==> src/rtl/clock_switch_pkg.sv <==
// shared constants and types for the glitchless clock switchover
`default_nettype none
package clock_switch_pkg;
  localparam int unsigned CLK_SYS_HZ       = 25_000_000;
  // pulses of the old clock still passed before the hold phase
  localparam logic [3:0]  DRAIN_PULSES     = 4'h2;
  // new-clock edges counted in each hold phase
  localparam logic [3:0]  HOLD_PULSES      = 4'h2;
  // sample cycles without an edge before a source is called stuck
  localparam logic [7:0]  STUCK_CYCLES     = 8'h08;
  // worst-case new-clock cycles from select change to following
  localparam logic [4:0]  MAX_SWITCH_EDGES = 5'h11;
  localparam logic        OUT_RESET_LEVEL  = 1'b0;

  typedef enum logic [1:0] {
    ST_FOLLOW,
    ST_DRAIN,
    ST_HOLD_HIGH,
    ST_HOLD_LOW
  } switch_state_e;

  typedef struct packed {
    logic level;
    logic rise;
    logic fall;
    logic stuck;
  } src_stat_s;
endpackage : clock_switch_pkg
`default_nettype wire

==> src/rtl/failsafe_input_latch.sv <==
// fail-safe latch and activity monitor for one clock source
`default_nettype none
module failsafe_input_latch
  import clock_switch_pkg::*;
(
  input  wire logic clk_sys,
  input  wire logic reset,
  input  wire logic srcLevel,
  input  wire logic srcValid,
  output src_stat_s stat
);
  logic       level_r;
  logic       prev_r;
  logic [7:0] idle_r;

  // collapsed swing keeps the last valid level, never a floating one
  always_ff @(posedge clk_sys or posedge reset)
  begin
    if (reset)
    begin
      level_r <= 1'b0;
      prev_r  <= 1'b0;
    end
    else
    begin
      if (srcValid)
        level_r <= srcLevel;
      prev_r <= level_r;
    end
  end

  always_ff @(posedge clk_sys or posedge reset)
  begin
    if (reset)
      idle_r <= 8'h00;
    else if (level_r != prev_r)
      idle_r <= 8'h00;
    else if (idle_r != STUCK_CYCLES)
      idle_r <= idle_r + 8'h01;
  end

  // one driver for the whole struct
  assign stat = '{level: level_r,
                  rise:  level_r & ~prev_r,
                  fall:  ~level_r & prev_r,
                  stuck: (idle_r == STUCK_CYCLES)};
endmodule : failsafe_input_latch
`default_nettype wire

==> src/rtl/glitchless_clock_switchover.sv <==
// glitch-free 2:1 clock selection with synchronous output gate
`default_nettype none
// Notes on behaviour
// - stretched switchover cycle keeps its low phase over half new period; the high phase too on the stuck-high path.
// - old clock stuck low: output low for some new falls, then follow.
// - collapsed old clock takes stuck-high or stuck-low path by last level.
// - dead selected input gives a stable output level, never undefined.
// - slowly degrading, still toggling inputs may show runts.
// - enable is synchronised so outputs start or stop only while low.
// - after enable falls, follow until next falling edge, then hold low.
// - after enable rises, resume following only after next falling edge.
// - power-on reset puts the switchover logic in a defined state.
// - running clocks: follow old, hold low on new pulses, then follow new.
// - old stuck high: hold high for new pulses, low for falls, then follow.
// - output follows new clock within 17 input cycles of select change.
// - strapped delay capacitor pin makes the selector a plain multiplexer.
module glitchless_clock_switchover
  import clock_switch_pkg::*;
(
  input  wire logic       clk_sys,
  input  wire logic       reset,
  input  wire logic [1:0] clockSource,
  input  wire logic [1:0] sourceValid,
  input  wire logic       select,
  input  wire logic       outEnable,
  input  wire logic       delayCapacitorStrap,
  output logic            clkOut,
  output logic            clkOutN,
  output logic            switching
);
  src_stat_s     srcStat [2];
  switch_state_e state_r;
  logic          selMeta_r;
  logic          selSync_r;
  logic          curSel_r;
  logic          target_r;
  logic [3:0]    pulseCnt_r;
  logic          enMeta_r;
  logic          enSync_r;
  logic          gateOpen_r;
  logic          prevLvl_r;
  logic          clkOut_r;
  logic          clkOutN_r;
  logic [4:0]    newEdges_r;
  src_stat_s     oldStat;
  src_stat_s     newStat;
  logic          switchReq;
  logic          selLevel;
  logic          selFall;

  genvar g;
  generate
    for (g = 0; g < 2; g++)
    begin : g_src
      failsafe_input_latch u_latch (
        .clk_sys  (clk_sys),
        .reset    (reset),
        .srcLevel (clockSource[g]),
        .srcValid (sourceValid[g]),
        .stat     (srcStat[g])
      );
    end
  endgenerate

  // toggling but weak inputs pass as sampled; no runt filtering there
  assign oldStat   = srcStat[curSel_r];
  assign newStat   = srcStat[target_r];
  assign switchReq = (selSync_r != curSel_r);

  // two flops; only the second is used by decisions
  always_ff @(posedge clk_sys or posedge reset)
  begin
    if (reset)
    begin
      selMeta_r <= 1'b0;
      selSync_r <= 1'b0;
      enMeta_r  <= 1'b0;
      enSync_r  <= 1'b0;
    end
    else
    begin
      selMeta_r <= select;
      selSync_r <= selMeta_r;
      enMeta_r  <= outEnable;
      enSync_r  <= enMeta_r;
    end
  end

  // reset is the power-on state: source 0, following, gate closed
  always_ff @(posedge clk_sys or posedge reset)
  begin
    if (reset)
    begin
      state_r    <= ST_FOLLOW;
      curSel_r   <= 1'b0;
      target_r   <= 1'b0;
      pulseCnt_r <= 4'h0;
    end
    else if (delayCapacitorStrap)
    begin
      state_r  <= ST_FOLLOW;
      curSel_r <= selSync_r;
      target_r <= selSync_r;
    end
    else
    begin
      case (state_r)
        ST_FOLLOW:
        begin
          pulseCnt_r <= 4'h0;
          if (switchReq)
          begin
            target_r <= selSync_r;
            if (!oldStat.stuck)
              state_r <= ST_DRAIN;
            else if (oldStat.level)
              state_r <= ST_HOLD_HIGH;
            else
              state_r <= ST_HOLD_LOW;
          end
        end
        ST_DRAIN:
        begin
          // old clock dying mid-drain takes the stuck path
          if (oldStat.stuck)
          begin
            pulseCnt_r <= 4'h0;
            state_r    <= oldStat.level ? ST_HOLD_HIGH : ST_HOLD_LOW;
          end
          else if (oldStat.fall)
          begin
            if (pulseCnt_r == DRAIN_PULSES - 4'h1)
            begin
              pulseCnt_r <= 4'h0;
              state_r    <= ST_HOLD_LOW;
            end
            else
              pulseCnt_r <= pulseCnt_r + 4'h1;
          end
        end
        ST_HOLD_HIGH:
        begin
          // full new periods keep the stretched high phase long
          if (newStat.rise)
          begin
            if (pulseCnt_r == HOLD_PULSES - 4'h1)
            begin
              pulseCnt_r <= 4'h0;
              state_r    <= ST_HOLD_LOW;
            end
            else
              pulseCnt_r <= pulseCnt_r + 4'h1;
          end
        end
        default:
        begin
          // leave on a new falling edge so the handover starts low
          if (newStat.fall)
          begin
            if (pulseCnt_r == HOLD_PULSES - 4'h1)
            begin
              pulseCnt_r <= 4'h0;
              curSel_r   <= target_r;
              state_r    <= ST_FOLLOW;
            end
            else
              pulseCnt_r <= pulseCnt_r + 4'h1;
          end
        end
      endcase
    end
  end

  always_comb
  begin
    if (delayCapacitorStrap)
      selLevel = srcStat[selSync_r].level;
    else
    begin
      case (state_r)
        ST_FOLLOW:    selLevel = oldStat.level;
        ST_DRAIN:     selLevel = oldStat.level;
        ST_HOLD_HIGH: selLevel = 1'b1;
        default:      selLevel = 1'b0;
      endcase
    end
  end

  assign selFall = prevLvl_r & ~selLevel;

  // gate changes only on a falling edge, so outputs switch while low
  always_ff @(posedge clk_sys or posedge reset)
  begin
    if (reset)
    begin
      prevLvl_r  <= 1'b0;
      gateOpen_r <= 1'b0;
    end
    else
    begin
      prevLvl_r <= selLevel;
      if (selFall)
        gateOpen_r <= enSync_r;
    end
  end

  always_ff @(posedge clk_sys or posedge reset)
  begin
    if (reset)
    begin
      clkOut_r  <= OUT_RESET_LEVEL;
      clkOutN_r <= ~OUT_RESET_LEVEL;
    end
    else
    begin
      clkOut_r  <= selLevel & gateOpen_r;
      clkOutN_r <= ~(selLevel & gateOpen_r);
    end
  end

  // helper count of new-clock rises during a switchover
  always_ff @(posedge clk_sys or posedge reset)
  begin
    if (reset)
      newEdges_r <= 5'h00;
    else if (state_r == ST_FOLLOW)
      newEdges_r <= 5'h00;
    else if (newStat.rise && newEdges_r != 5'h1F)
      newEdges_r <= newEdges_r + 5'h01;
  end

  assign clkOut    = clkOut_r;
  assign clkOutN   = clkOutN_r;
  assign switching = (state_r != ST_FOLLOW);
endmodule : glitchless_clock_switchover
`default_nettype wire

==> config.mk <==
export PLATFORM = sky130hd
export DESIGN_NAME = glitchless_clock_switchover
export DESIGN_NICKNAME = d
export VERILOG_FILES = /design/src/rtl/clock_switch_pkg.sv /design/src/rtl/failsafe_input_latch.sv /design/src/rtl/glitchless_clock_switchover.sv
export SDC_FILE = /design/constraint.sdc
export NUM_CORES = 1
export LEC_CHECK = 0
export ABC_AREA = 1
export BUFFER_PORTS_ARGS = -buffer_cell sky130_fd_sc_hd__buf_2
export CAP_MARGIN = 15
export CORE_UTILIZATION = 60
export CTS_CLUSTER_DIAMETER = 100
export CTS_CLUSTER_SIZE = 12
export DETAILED_ROUTE_END_ITERATION = 16
export PLACE_DENSITY = 0.8
export SLEW_MARGIN = 20
export SYNTH_ARGS = -nofsm -noshare
export SYNTH_HDL_FRONTEND = slang
export SYNTH_SLANG_ARGS = --single-unit
==> constraint.sdc <==
create_clock -name clk_sys -period 1.68 [get_ports clk_sys]
set_input_delay 0.168 -clock clk_sys [delete_from_list [all_inputs] [get_ports clk_sys]]
set_output_delay 0.168 -clock clk_sys [all_outputs]
set_load 0.005 [all_outputs]
Yosys cells after proc, flatten, opt, wreduce, memory -nomap -nowiden --
Cells that the tools add are included.
Storage, ports and cells: input bits 9, word-level logic and storage cells 112, output and inout bits 3, register bits after elaboration 36
Cells by class: $add $sub $neg 3, bitwise logic cells 16, mux-type cells 39, equality and inequality tests 16, $lt $le $gt $ge 3, reductions and logical operators 17
Operators with widths (number):
- $mux W4 | 11
- $mux W8 | 4
- $mux W2 | 9
- $add A8 B1 Y8 const B | 2
- $eq A8 B4 Y1 const B | 2
- $ne A8 B4 Y1 const B | 2
- $reduce_bool A2 Y1 | 7
- $pmux W4 S3 | 1
- $reduce_bool A5 Y1 | 2
- $mux W1 | 9
- $mux W3 | 3
- $ne A3 B3 Y1 const B | 3
- $not A1 Y1 | 7
- $and A1 B1 Y1 | 6
- $ge A2 B2 Y1 const B | 3
- $not A1 Y2 | 3
- $pmux W2 S3 | 1
- $reduce_and A5 Y1 | 1
- $add A4 B1 Y4 const B | 1
- $eq A4 B1 Y1 const B | 1
- $ne A4 B4 Y1 const B | 1
- $reduce_and A4 Y1 | 1
- $reduce_bool A4 Y1 | 1
- $ne A1 B1 Y1 | 3
- 10 further kinds | 10

Logic depth before layout (Yosys ltp) --
word-level depth 10, mapped depth 11, mapped depth without buffers 11

Modules after synthesis --
From an unflattened synthesis, not the netlist that was laid out.
Unflattened totals: cell total of the unflattened synthesis 290, area, all modules 2177.1 µm²
Modules (own cells, without submodules):
- glitchless_clock_switchover | instances 1, area each 1059.8 µm², seq. area each 401.6 µm², cells an instance 145
- failsafe_input_latch (g_src[0].u_latch) | instances 1, area each 559.3 µm², seq. area each 250.2 µm², cells an instance 72
- failsafe_input_latch (g_src[1].u_latch) | instances 1, area each 558.0 µm², seq. area each 250.2 µm², cells an instance 73

Worst setup path before layout --
OpenSTA, ideal clock, no wires.
kind reg-to-reg, start point register state_r[1], end point register pulseCnt_r[0], stages on the path, launching flop included 10, path slack 165 ps, arrival 1397 ps, setup time 117 ps, data required time 1563 ps, buffers on the path 1, cells stage by stage dfrtp_1 inv_1 ha_1 buf_2 or2_4 inv_2 a31oi_4 nand3_2 nand2_1 nand2_1
Between the ends: longest elaborated chain between the ends 3, elaborated cells between the ends (all ways) 8, those cells by class eq/ne (4); mux (1); reduce/logical (3)
RTL lines:
- start: declaration | RTL line glitchless_clock_switchover.sv:32 | switch_state_e state_r;
- start signal: assignment | RTL line glitchless_clock_switchover.sv:128 | state_r <= oldStat.level ? ST_HOLD_HIGH : ST_HOLD_LOW;
- $eq A2 B1 Y1, or another cell as far along | RTL line glitchless_clock_switchover.sv:107 | case (state_r)
- $ne A3 B3 Y1 (no source line), or another cell as far along
- $reduce_and A4 Y1 (no source line)
- end signal: assignment | RTL line glitchless_clock_switchover.sv:138 | pulseCnt_r <= pulseCnt_r + 4'h1;
- end signal: assignment | RTL line glitchless_clock_switchover.sv:152 | pulseCnt_r <= pulseCnt_r + 4'h1;
- end signal: assignment | RTL line glitchless_clock_switchover.sv:167 | pulseCnt_r <= pulseCnt_r + 4'h1;
- end: declaration | RTL line glitchless_clock_switchover.sv:37 | logic [3:0] pulseCnt_r;
Parallel ways exist; a longest one is shown, timed or not. A chain may end at the register's enable or synchronous reset.

Worst setup path after layout --
start point register state_r[0], end point register pulseCnt_r[0]
Same word-level chain as after synthesis.

==> results.ini <==
[status]
outcome=finished clean

[setup_path]
critPathCaptureType=flop
path_max_fanout=5
required_ps=1920
critPathLaunchType=flop
crit_arrival_ps=1850
r2r_cells=8
path_class=reg -> reg

[place]
hpwlAfterDp_um=3140
dpl.cell_count=336
gp_congestion=0.916
port-buffer-count=11

[drt]
totalWireLength_um=4250
viasPerCell=5.37
avgRoutedWirePerCell_um=12.1
via_count=1879
antenna_left=0
first_iter_violations=110
drt_pass1_iterations=4
drc=0

[global_routing]
grt_max_degree=37
grtUsageTotal_pct=24.9
grt_pass1_vias=1617
antenna_found_initial=0
grt-ovfl-total=0
grt_pass1_wl_um=6800

[power_and_ir_drop]
power.switching_mw=1.23
swShare_pct=41.0
peakVddDrop_v=0.000703
p_per_area_nw_per_um2=1250
pwr-share-clk_pct=17.3
combPwrFrac_pct=44.5
power.total_mw=3.00
seqPwrFrac_pct=38.2
internal-power_mw=1.77
leakage_nw=1.24

[floorplan]
ios=12
die-area_um2=3780
dieWidth_um=61.5
die_height_um=61.5
coreArea_um2=3360
start_util_pct=63.2
rows=21

[finish]
final_cells=350
areaGrowthSynthToFinish_pct=12.8
nFillCells=283
final_util_pct=71.3
num_antenna_cells=0
drive_gt1_share_pct=16.4
nets=327

[synth]
async_reset_ff_share_pct=100
synth-edff-count=0
synthTopCellsByCount=71 x nand2_1, 37 x inv_1, 35 x dfrtp_1, 30 x nand3_1, 26 x nor2_1
syn_avg_cell_area_um2=7.62
synth_seq_area_share_pct=42.4
synth.top_cell.area_share_pct=41.2
synth_area_leaders=dfrtp_1 41%, nand2_1 13%, ha_1 8.2%, nand3_1 7.1%, inv_1 6.5%
syn_nets=302
ys.flop_type=dfrtp_1
ys_warn_count=0
syn_inst=279
synth_most_common_cell=nand2_1
synthDistinctLibCells=29
yosysTopAreaCell=dfrtp_1
synth_seq_cells=36
syn-cell-area_um2=2130

[clocking]
clk_latency_ps=340
cts_tree=yes
ctsHtreeMaxLevel=2
clk_pin_slew_ps=110
clock_path_buffers=2
cts_inserted_buffers=5
cts.sinks=36
root_buffer=clkbuf_4

[sta]
rsz0062_at_grt=true
final.period_utilization_pct=95.5
post-route-min-period_ps=1600
maxSlewViolCount=0
timing.slew.headroom_pct=71.1
hold_viol=0
finClkSkew_ps=14.7
fmax_mhz=623
setup_viol=0
worst_slew_pin_slew_ps=433

[run]
drv_cap=0

[hold_path]
hp-class=in -> reg
hold_depth=2

## worst paths after layout
check	start	endpoint	slack (ps)
worst max-delay path	state_r[0]	pulseCnt_r[0]	80
worst min-delay path	sourceValid[0]	g_src[0].u_latch.level_r	30
worst max register to register	state_r[0]	pulseCnt_r[0]	80
worst min register to register	selMeta_r	selSync_r	370
max in group asynchronous	reset	clkOutN	890
min in group asynchronous	reset	g_src[1].u_latch.idle_r[2]	440
## power by group through the flow
stage                     clock [mW]  combinational, mW  sequential, mW
after CTS                      0.531               1.26            1.14
final                          0.520               1.33            1.15
after global placement             0               1.20            1.15
after global routing           0.558               1.52            1.17
after detailed placement           0               1.24            1.16
after floorplan                    0              0.925            1.15
## routing by layer
metal / wire, um / track usage [%] / vias to the layer above
li1: - / - / 942
met1: 1910 / 30.8 / 876
met2: 2070 / 41.3 / 49
met3: 160 / 5.88 / 12
met4: 107 / 11.1 / 0
met5: 0 / 0 / -
## sequential cells by signal, indices dropped and copies added, names as in the netlist
signal,cells
g_src.u_latch.prev_r,2
target_r,1
gateOpen_r,1
g_src.u_latch.idle_r,16
curSel_r,1
selMeta_r,1
enSync_r,1
clkOut,1
g_src.u_latch.level_r,2
clkOutN,1
selSync_r,1
prevLvl_r,1
state_r,2
pulseCnt_r,4
enMeta_r,1
## cell families (layout without fill, tap and decap cells)
| family | Yosys count | after routing | synth area share [%] |
|---|---|---|---|
| simple gates | 143 | 143 | 29.5 |
| buf+inv | 44 | 69 | 8.00 |
| compound gates | 40 | 40 | 10.9 |
| flops | 36 | 36 | 42.4 |
| fa+ha+maj | 14 | 14 | 8.24 |
| xor+xnor | 2 | 2 | 0.824 |
## cells in the final DEF, fill, tap and decap left out, types with 2 or more instances in the layout
cell and count:
nand2_1 70, dfrtp_1 35, inv_1 34, nand3_1 27, nor2_1 25, o21ai_0 17
a21oi_1 13, ha_1 13, buf_2 11, buf_4 8, inv_2 5, nand3_2 5
o21ai_1 5, clkbuf_4 5, nor3_1 4, nor2_2 3, dlygate4sd3_1 3, o21ai_2 2
nor3_2 2, nand4_1 2, clkbuf_8 2
## through the flow
step | setup TNS, ps | cell area [um2] | hold slack (ps) | setup slack (ps)
after floorplan | 0 | 2130 | 199 | 165
after global placement | 0 | 2250 | 277 | 140
after detailed placement | 0 | 2250 | 278 | 74.5
after CTS | 0 | 2340 | 17.4 | 43.3
after global routing | -30.0 | 2400 | 17.3 | -22.1
final | 0 | 2400 | 25.2 | 75.8
## repair_timing
item                                    in CTS  in global routing
hold buffers                                 3                  0
setup buffers                                0                  4
endpoints found under the setup margin       0                  7
gates resized for setup                      0                 13
hold endpoints to repair                    37                  0
## worst max-delay path, stage by stage (launching register included)
cell,delay [ps]
dfrtp_1,430
buf_4,170
ha_1,200
or2_4,250
inv_4,80
a31oi_4,100
buf_4,150
nand3_1,80
nand2_1,50
## cell type report
cell class / instances / area [um2] / share of cell area (%)
well taps: 46 / 57.6 / 2.40
multi-input cells: 199 / 1080 / 44.9
flip-flops and latches: 36 / 902 / 37.6
inverters: 40 / 153 / 6.36
repair buffers: 22 / 145 / 6.05
clock buffers: 7 / 65.1 / 2.71
(Power assumes the default switching activity.)
